### src/pkg/vrw_pkg.sv
// constants and types for the vendor-request register write path
package vrw_pkg;

  // setup request decode
  localparam logic [7:0]  REQ_TYPE_VENDOR_OUT = 8'h40;
  localparam logic [7:0]  REQ_REG_WRITE       = 8'h03;
  localparam logic [3:0]  CTRL_ENDPOINT       = 4'h0;

  // setup packet byte positions
  localparam logic [3:0]  SETUP_LEN           = 4'h8;
  localparam int          POS_REQ_TYPE        = 0;
  localparam int          POS_REQUEST         = 1;
  localparam int          POS_VALUE_LO        = 2;
  localparam int          POS_VALUE_HI        = 3;
  localparam int          POS_INDEX_LO        = 4;
  localparam int          POS_INDEX_HI        = 5;
  localparam int          POS_LENGTH_LO       = 6;
  localparam int          POS_LENGTH_HI       = 7;

  // output level register for pin_group_64_to_95
  localparam logic [31:0] LEVEL_REG_ADDR      = 32'hbf800928;
  localparam logic [31:0] LEVEL_REG_RESET     = 32'h00000000;
  localparam logic [16:0] WORD_BYTES          = 17'h00004;

  typedef enum logic [1:0] {
    TOK_SETUP,
    TOK_OUT,
    TOK_IN,
    TOK_OTHER
  } vrw_token_t;

  typedef enum logic [1:0] {
    HS_ACK,
    HS_NAK,
    HS_STALL,
    HS_NONE
  } vrw_handshake_t;

endpackage

### src/verilog/vrw_reg_write.sv
// control-endpoint vendor request handler writing the pin output level register
`timescale 1ns/100ps

module vrw_reg_write #(
  parameter logic [31:0] LEVEL_ADDR = vrw_pkg::LEVEL_REG_ADDR
) (
  input  wire logic                    sys_clk,
  input  wire logic                    rstn,
  input  wire logic                    clkEn,
  input  wire logic                    tokValid,
  input  wire vrw_pkg::vrw_token_t     tokKind,
  input  wire logic [3:0]              tokEndpoint,
  input  wire logic                    rxValid,
  input  wire logic [7:0]              rxByte,
  input  wire logic                    rxEnd,
  input  wire logic                    rxCrcOk,
  input  wire logic                    rxData1,
  input  wire logic                    hostAck,
  input  wire logic [31:0]             pinDir,
  output logic                         hsValid,
  output vrw_pkg::vrw_handshake_t      hsCode,
  output logic                         zlpValid,
  output logic                         zlpData1,
  output logic [31:0]                  pinLevel,
  output logic [31:0]                  pinDrive,
  output logic [31:0]                  pinDriveEn
);

  // lane steering assumes the register starts on a word boundary
  if (LEVEL_ADDR[1:0] != 2'b00) begin : g_addr_check
    $error("LEVEL_ADDR must be word aligned");
  end

  typedef enum logic [2:0] {
    ST_IDLE,
    ST_SETUP_RX,
    ST_DATA_WAIT,
    ST_DATA_RX,
    ST_STATUS_WAIT,
    ST_STATUS_ACK
  } vrw_state_t;

  // reset release through two flops
  logic [1:0]           rstSync_r;
  logic                 rstnInt;

  always_ff @(posedge sys_clk or negedge rstn) begin
    if (!rstn) begin
      rstSync_r <= 2'b00;
    end else begin
      rstSync_r <= {rstSync_r[0], 1'b1};
    end
  end
  assign rstnInt = rstSync_r[1];

  vrw_state_t           state_r,    state_nxt;
  logic [7:0]           setupBuf_r [8];
  logic [3:0]           rxCnt_r,    rxCnt_nxt;
  logic                 stall_r,    stall_nxt;
  logic [31:0]          pendData_r, pendData_nxt;
  logic [3:0]           pendMask_r, pendMask_nxt;
  logic [31:0]          level_r,    level_nxt;
  logic                 hsValid_r,  hsValid_nxt;
  vrw_pkg::vrw_handshake_t hsCode_r, hsCode_nxt;
  logic                 zlp_r,      zlp_nxt;
  logic                 zlpD1_r,    zlpD1_nxt;
  logic [31:0]          drive_r;
  logic [31:0]          driveEn_r;

  // setup field decode
  wire  logic [31:0]    reqAddr;
  wire  logic [15:0]    reqLen;
  wire  logic           reqIsWrite;
  wire  logic           addrHit;
  wire  logic           lenFits;
  wire  logic           onCtrlEp;
  wire  logic           setupTok;
  wire  logic [1:0]     rxLane;
  wire  logic           dataCountOk;

  assign reqAddr    = {setupBuf_r[vrw_pkg::POS_INDEX_HI], setupBuf_r[vrw_pkg::POS_INDEX_LO],
                       setupBuf_r[vrw_pkg::POS_VALUE_HI], setupBuf_r[vrw_pkg::POS_VALUE_LO]};
  assign reqLen     = {setupBuf_r[vrw_pkg::POS_LENGTH_HI], setupBuf_r[vrw_pkg::POS_LENGTH_LO]};
  assign reqIsWrite = setupBuf_r[vrw_pkg::POS_REQ_TYPE] == vrw_pkg::REQ_TYPE_VENDOR_OUT &&
                      setupBuf_r[vrw_pkg::POS_REQUEST] == vrw_pkg::REQ_REG_WRITE;
  assign addrHit    = reqAddr[31:2] == LEVEL_ADDR[31:2];
  // bytes must stay inside the one word; longer writes are refused, not wrapped
  assign lenFits    = ({15'h0000, reqAddr[1:0]} + {1'b0, reqLen}) <= vrw_pkg::WORD_BYTES;
  assign onCtrlEp   = tokValid && tokEndpoint == vrw_pkg::CTRL_ENDPOINT;
  assign setupTok   = onCtrlEp && tokKind == vrw_pkg::TOK_SETUP;
  assign rxLane     = reqAddr[1:0] + rxCnt_r[1:0];
  assign dataCountOk = {12'h000, rxCnt_r} == reqLen;

  always_comb begin
    state_nxt    = state_r;
    rxCnt_nxt    = rxCnt_r;
    stall_nxt    = stall_r;
    pendData_nxt = pendData_r;
    pendMask_nxt = pendMask_r;
    level_nxt    = level_r;
    hsValid_nxt  = 1'b0;
    hsCode_nxt   = hsCode_r;
    zlp_nxt      = 1'b0;
    zlpD1_nxt    = zlpD1_r;
    if (setupTok) begin
      // a setup always aborts whatever transfer was in flight
      state_nxt = ST_SETUP_RX;
      rxCnt_nxt = 4'h0;
    end else begin
      case (state_r)
        ST_SETUP_RX: begin
          // count one past eight so an overlong setup is refused
          if (rxValid && rxCnt_r <= vrw_pkg::SETUP_LEN) begin
            rxCnt_nxt = rxCnt_r + 4'h1;
          end
          if (rxEnd) begin
            if (rxCrcOk && rxCnt_r == vrw_pkg::SETUP_LEN) begin
              hsValid_nxt = 1'b1;
              hsCode_nxt  = vrw_pkg::HS_ACK;
              stall_nxt   = !(reqIsWrite && addrHit && lenFits);
              state_nxt   = (reqLen == 16'h0000) ? ST_STATUS_WAIT : ST_DATA_WAIT;
            end else begin
              state_nxt = ST_IDLE;
            end
          end
        end
        ST_DATA_WAIT: begin
          if (onCtrlEp && tokKind == vrw_pkg::TOK_OUT) begin
            rxCnt_nxt    = 4'h0;
            pendMask_nxt = 4'h0;
            state_nxt    = ST_DATA_RX;
          end
        end
        ST_DATA_RX: begin
          if (rxValid && rxCnt_r < vrw_pkg::SETUP_LEN) begin
            rxCnt_nxt = rxCnt_r + 4'h1;
            if ({12'h000, rxCnt_r} < reqLen) begin
              pendData_nxt[rxLane*8 +: 8] = rxByte;
              pendMask_nxt[rxLane]        = 1'b1;
            end
          end
          if (rxEnd) begin
            state_nxt = ST_DATA_WAIT;
            if (!rxCrcOk) begin
              // corrupt packet: stay silent so the host retries
              state_nxt = ST_DATA_WAIT;
            end else if (stall_r || !dataCountOk) begin
              // refused data stalls the status stage as well
              hsValid_nxt = 1'b1;
              hsCode_nxt  = vrw_pkg::HS_STALL;
              stall_nxt   = 1'b1;
              state_nxt   = ST_STATUS_WAIT;
            end else if (!rxData1) begin
              // repeat of a packet already taken: ack it, keep the register
              hsValid_nxt = 1'b1;
              hsCode_nxt  = vrw_pkg::HS_ACK;
            end else begin
              hsValid_nxt = 1'b1;
              hsCode_nxt  = vrw_pkg::HS_ACK;
              for (int b = 0; b < 4; b++) begin
                if (pendMask_r[b]) begin
                  level_nxt[b*8 +: 8] = pendData_r[b*8 +: 8];
                end
              end
              state_nxt = ST_STATUS_WAIT;
            end
          end
        end
        ST_STATUS_WAIT, ST_STATUS_ACK: begin
          if (onCtrlEp && tokKind == vrw_pkg::TOK_IN) begin
            if (stall_r) begin
              hsValid_nxt = 1'b1;
              hsCode_nxt  = vrw_pkg::HS_STALL;
            end else begin
              zlp_nxt   = 1'b1;
              zlpD1_nxt = 1'b1;
              state_nxt = ST_STATUS_ACK;
            end
          end else if (state_r == ST_STATUS_ACK && hostAck) begin
            state_nxt = ST_IDLE;
          end
        end
        default: begin
          state_nxt = ST_IDLE;
        end
      endcase
    end
  end

  always_ff @(posedge sys_clk or negedge rstnInt) begin
    if (!rstnInt) begin
      state_r    <= ST_IDLE;
      rxCnt_r    <= 4'h0;
      stall_r    <= 1'b0;
      pendData_r <= 32'h00000000;
      pendMask_r <= 4'h0;
      level_r    <= vrw_pkg::LEVEL_REG_RESET;
      hsValid_r  <= 1'b0;
      hsCode_r   <= vrw_pkg::HS_NONE;
      zlp_r      <= 1'b0;
      zlpD1_r    <= 1'b0;
    end else if (clkEn) begin
      state_r    <= state_nxt;
      rxCnt_r    <= rxCnt_nxt;
      stall_r    <= stall_nxt;
      pendData_r <= pendData_nxt;
      pendMask_r <= pendMask_nxt;
      level_r    <= level_nxt;
      hsValid_r  <= hsValid_nxt;
      hsCode_r   <= hsCode_nxt;
      zlp_r      <= zlp_nxt;
      zlpD1_r    <= zlpD1_nxt;
    end
  end

  always_ff @(posedge sys_clk or negedge rstnInt) begin
    if (!rstnInt) begin
      for (int i = 0; i < 8; i++) begin
        setupBuf_r[i] <= 8'h00;
      end
    end else if (clkEn && state_r == ST_SETUP_RX && rxValid && rxCnt_r < vrw_pkg::SETUP_LEN) begin
      setupBuf_r[rxCnt_r[2:0]] <= rxByte;
    end
  end

  // level only reaches a pin whose direction bit already says output
  always_ff @(posedge sys_clk or negedge rstnInt) begin
    if (!rstnInt) begin
      drive_r   <= 32'h00000000;
      driveEn_r <= 32'h00000000;
    end else if (clkEn) begin
      drive_r   <= level_r & pinDir;
      driveEn_r <= pinDir;
    end
  end

  assign hsValid    = hsValid_r;
  assign hsCode     = hsCode_r;
  assign zlpValid   = zlp_r;
  assign zlpData1   = zlpD1_r;
  assign pinLevel   = level_r;
  assign pinDrive   = drive_r;
  assign pinDriveEn = driveEn_r;

endmodule // vrw_reg_write
### config.mk
export PLATFORM = sky130hd
export DESIGN_NAME = vrw_reg_write
export DESIGN_NICKNAME = d
export VERILOG_FILES = /design/src/pkg/vrw_pkg.sv /design/src/verilog/vrw_reg_write.sv
export SDC_FILE = /design/constraint.sdc
export NUM_CORES = 1
export LEC_CHECK = 0
export ABC_AREA = 1
export BUFFER_PORTS_ARGS = -buffer_cell sky130_fd_sc_hd__buf_4
export CAP_MARGIN = 10
export CORE_MARGIN = 1
export CORE_UTILIZATION = 47
export DETAILED_ROUTE_END_ITERATION = 12
export PLACE_DENSITY = 0.69
export SLEW_MARGIN = 20
export SYNTH_ARGS = -nofsm -noshare
export SYNTH_HDL_FRONTEND = slang
export SYNTH_SLANG_ARGS = --single-unit
### constraint.sdc
create_clock -name sys_clk -period 17.85 [get_ports sys_clk]
set_input_delay 2.6775 -clock sys_clk [delete_from_list [all_inputs] [get_ports sys_clk]]
set_output_delay 2.6775 -clock sys_clk [all_outputs]
set_load 0.01 [all_outputs]
==> results.ini <==
[cells_and_area]
register_area_sq_um = 5290
area_growth_pct = 22.9
nFillCells = 1728
multi_input_comb_area_sq_um = 3430
drive_gt1_share_pct = 16.7
fin_area_sq_um = 11400
final_util_pct = 58.7
fin_cells = 1526
diodes = 0
finish.net_count = 1317

[power_and_ir_drop]
combinationalPowerShare_pct = 6.7
cellLeakagePower_nw = 5.81
total_power_mw = 1.04
p_sw_share_pct = 23.2
power.switching_mw = 0.241
power_density_nw_per_um2 = 91.1
intPower_mw = 0.796
seqPwrFrac_pct = 47.7
clockPowerShare_pct = 45.6
max-vdd-ir-drop_v = 0.0000741

[setup_path]
startpoint = clkEn
worstRegToRegCells = 7
r2r-end = pendData_r[19]$_DFFE_PN0P_
r2r_setup_slack_ns = 14.65
setup.worst_path.end = reqAddr[3]$_DFFE_PN0P_
path_class = input port to register
worstPathArrival_ns = 4.85
cp_max_fo = 69
end_kind = register
crit_required_ns = 18.24
cp-start-kind = input port
timing.rr.start = rxCnt_r[0]$_DFFE_PN0P_

[placement]
gp_congestion = 0.883
portBuffers = 155
dp.cells = 1485
dpl_cell_area_sq_um = 10600
hpwl_um = 15100

[die]
die-width_um = 142
start_util_pct = 47.8
core_area_sq_um = 19400
dieArea_sq_um = 20300
ios = 156
core.rowCount = 51
dieHeight_um = 142

[timing]
setup_viol = 0
fin_tns_setup_ns = 0
rsz0062_at_grt = false
finalHoldViolCount = 0
relSlewSlack_pct = 35.7
max_freq_ghz = 0.225
report.final.slew_viol_count = 0
worst_slew_pin_slew_ns = 0.964
finalClockSkew_ns = 0.0230
final.min_clock_period_ns = 4.45
post-route-period-util_pct = 25.0

[synthesis]
synth_area_sq_um = 9270
syn-num-nets = 1173
ys_types = 36
synthArstFlopShare_pct = 100
synth_area_leaders = dfrtp_1, nand2_1, o21ai_0, nand3_1, inv_1
synth_warnings = 0
synth_cells = 1101
ys_ff_latch = 211
yosysMostFrequentCell = nand2_1
synth_edf_count = 0
synth_area_per_cell_sq_um = 8.42
synth_top_cell_by_area = dfrtp_1
ys_seq_area_share_pct = 57.0
netlist_top_cells_count = nand2_1, dfrtp_1, o21ai_0
post-synth-top-area-fraction_pct = 56.4
ys.flop_type = dfrtp_1

[cts]
clock_tree.buffer_depth = 3
postCtsSetupBuffers = 0
htreeDepth = 1
postCtsHoldBufs = 0
clockRootBuffer = clkbuf_16
cts_resized = 0
cts_tree = built
clk_pin_slew_ns = 0.06
cts.sinks = 211
cts_buffers = 23
clk_latency_ns = 0.51

[detailed_routing]
antenna_left = 0
wl_per_cell_um = 14.5
drcViolationCount = 0
routed_wirelength_um = 22100
drt_iter0_drc = 624
drtPass1Iterations = 5
vias_per_cell = 5.02
vias = 7656

[global_route]
grt_pass1_wl_um = 36300
grt_max_degree = 79
first_global_vias = 7044
grt-ovfl-total = 0
grt_usage_pct = 22.4
antenna_found_initial = 0

[outcome]
status = finished, final reports clean

[worst_hold_path]
hp-class = register to register
hp-start = rstSync_r[0]$_DFF_PN0_

[job]
cap_viol_max_count = 0

flip-flops by register name (all words and copies together), names as in the netlist:
| name | count |
|---|---|
| pendData_r | 32 |
| pinDriveEn | 32 |
| pinDrive | 32 |
| pinLevel | 32 |
| reqAddr | 32 |
| reqLen | 16 |
| setupBuf_r | 16 |
| pendMask_r | 4 |
| rxCnt_r | 4 |
| state_r | 3 |
| hsCode | 2 |
| rstSync_r | 2 |
| hsValid | 1 |
| stall_r | 1 |
| zlpData1 | 1 |
| zlpValid | 1 |
critical path, stage by stage:
cell	delay, ns
buf_4	0.54
inv_2	0.04
buf_4	0.32
nor3_4	0.40
nand4_1	0.49
o21ai_0	0.36
routing by layer:
layer / up-vias / wire (um) / track usage [%]
met5: - / 0 / 0
met4: 0 / 352 / 4.87
met3: 28 / 1390 / 3.60
met2: 200 / 9990 / 35.2
met1: 3632 / 10400 / 32.7
li1: 3796 / - / -
worst min-delay path by stage:
| stage | endpoint | cells after the start |
|---|---|---|
| 2_1_floorplan | rstSync_r[1]$_DFF_PN0_ | 0 |
| 3_3_place_gp | rstSync_r[1]$_DFF_PN0_ | 0 |
| 3_5_place_dp | rstSync_r[1]$_DFF_PN0_ | 0 |
| 4_1_cts | rstSync_r[1]$_DFF_PN0_ | 0 |
| 5_1_grt | rstSync_r[1]$_DFF_PN0_ | 0 |
| 6_report | rstSync_r[1]$_DFF_PN0_ | 0 |
per-stage QoR:
step	worst slack, ns	hold WS [ns]
CTS	13.36	0.358
finish	13.40	0.352
global placement	12.92	0.337
detailed placement	12.84	0.344
global route	13.00	0.368
floorplan	11.54	0.331
cell type report:
class,count,area share [%]
clock buffers,35,6.15
clock inverters,6,0.549
multi-input cells,747,30.1
inverters,104,3.43
flip-flops and latches,211,46.4
well taps,265,2.91
repair buffers,158,10.4
placed cells by master (no fill, tap or decap), types with 2 or more instances in the layout:
cell type  instances
clkinv_2           3
dfstp_2            2
clkbuf_8           8
clkbuf_1           4
xor2_1             2
nor3b_1            2
ha_1              16
nand3_2            5
nand4_1            9
o21ai_0          122
o21ai_1           32
a21oi_1            8
nor2_2             2
clkbuf_16         23
nor3_4             2
inv_1            102
buf_4            158
nor2_1            73
nand2_1          363
dfrtp_1          208
inv_6              2
nand3_1           97
logic make-up (layout without fill, tap and decap cells):
group | after synthesis | in the layout | synth area share [%]
XOR/XNOR | 3 | 3 | 0.283
AND/OR/NAND/NOR | 558 | 558 | 25.1
flip-flops | 211 | 211 | 57.0
other | 1 | 1 | 0.0404
adder cells (fa/ha/maj) | 17 | 17 | 2.38
AO/OA/AOI/OAI | 168 | 168 | 9.26
buffers and inverters | 143 | 303 | 5.98
power groups by stage:
stage | registers [mW] | clock network, mW | logic, mW
after global routing | 0.496 | 0.500 | 0.0781
final | 0.495 | 0.473 | 0.0695
after detailed placement | 0.503 | 0 | 0.0698
after CTS | 0.495 | 0.481 | 0.0704
after floorplan | 0.509 | 0 | 0.0289
after global placement | 0.503 | 0 | 0.0692
No activity file was read; power rests on OpenSTA's default activity.
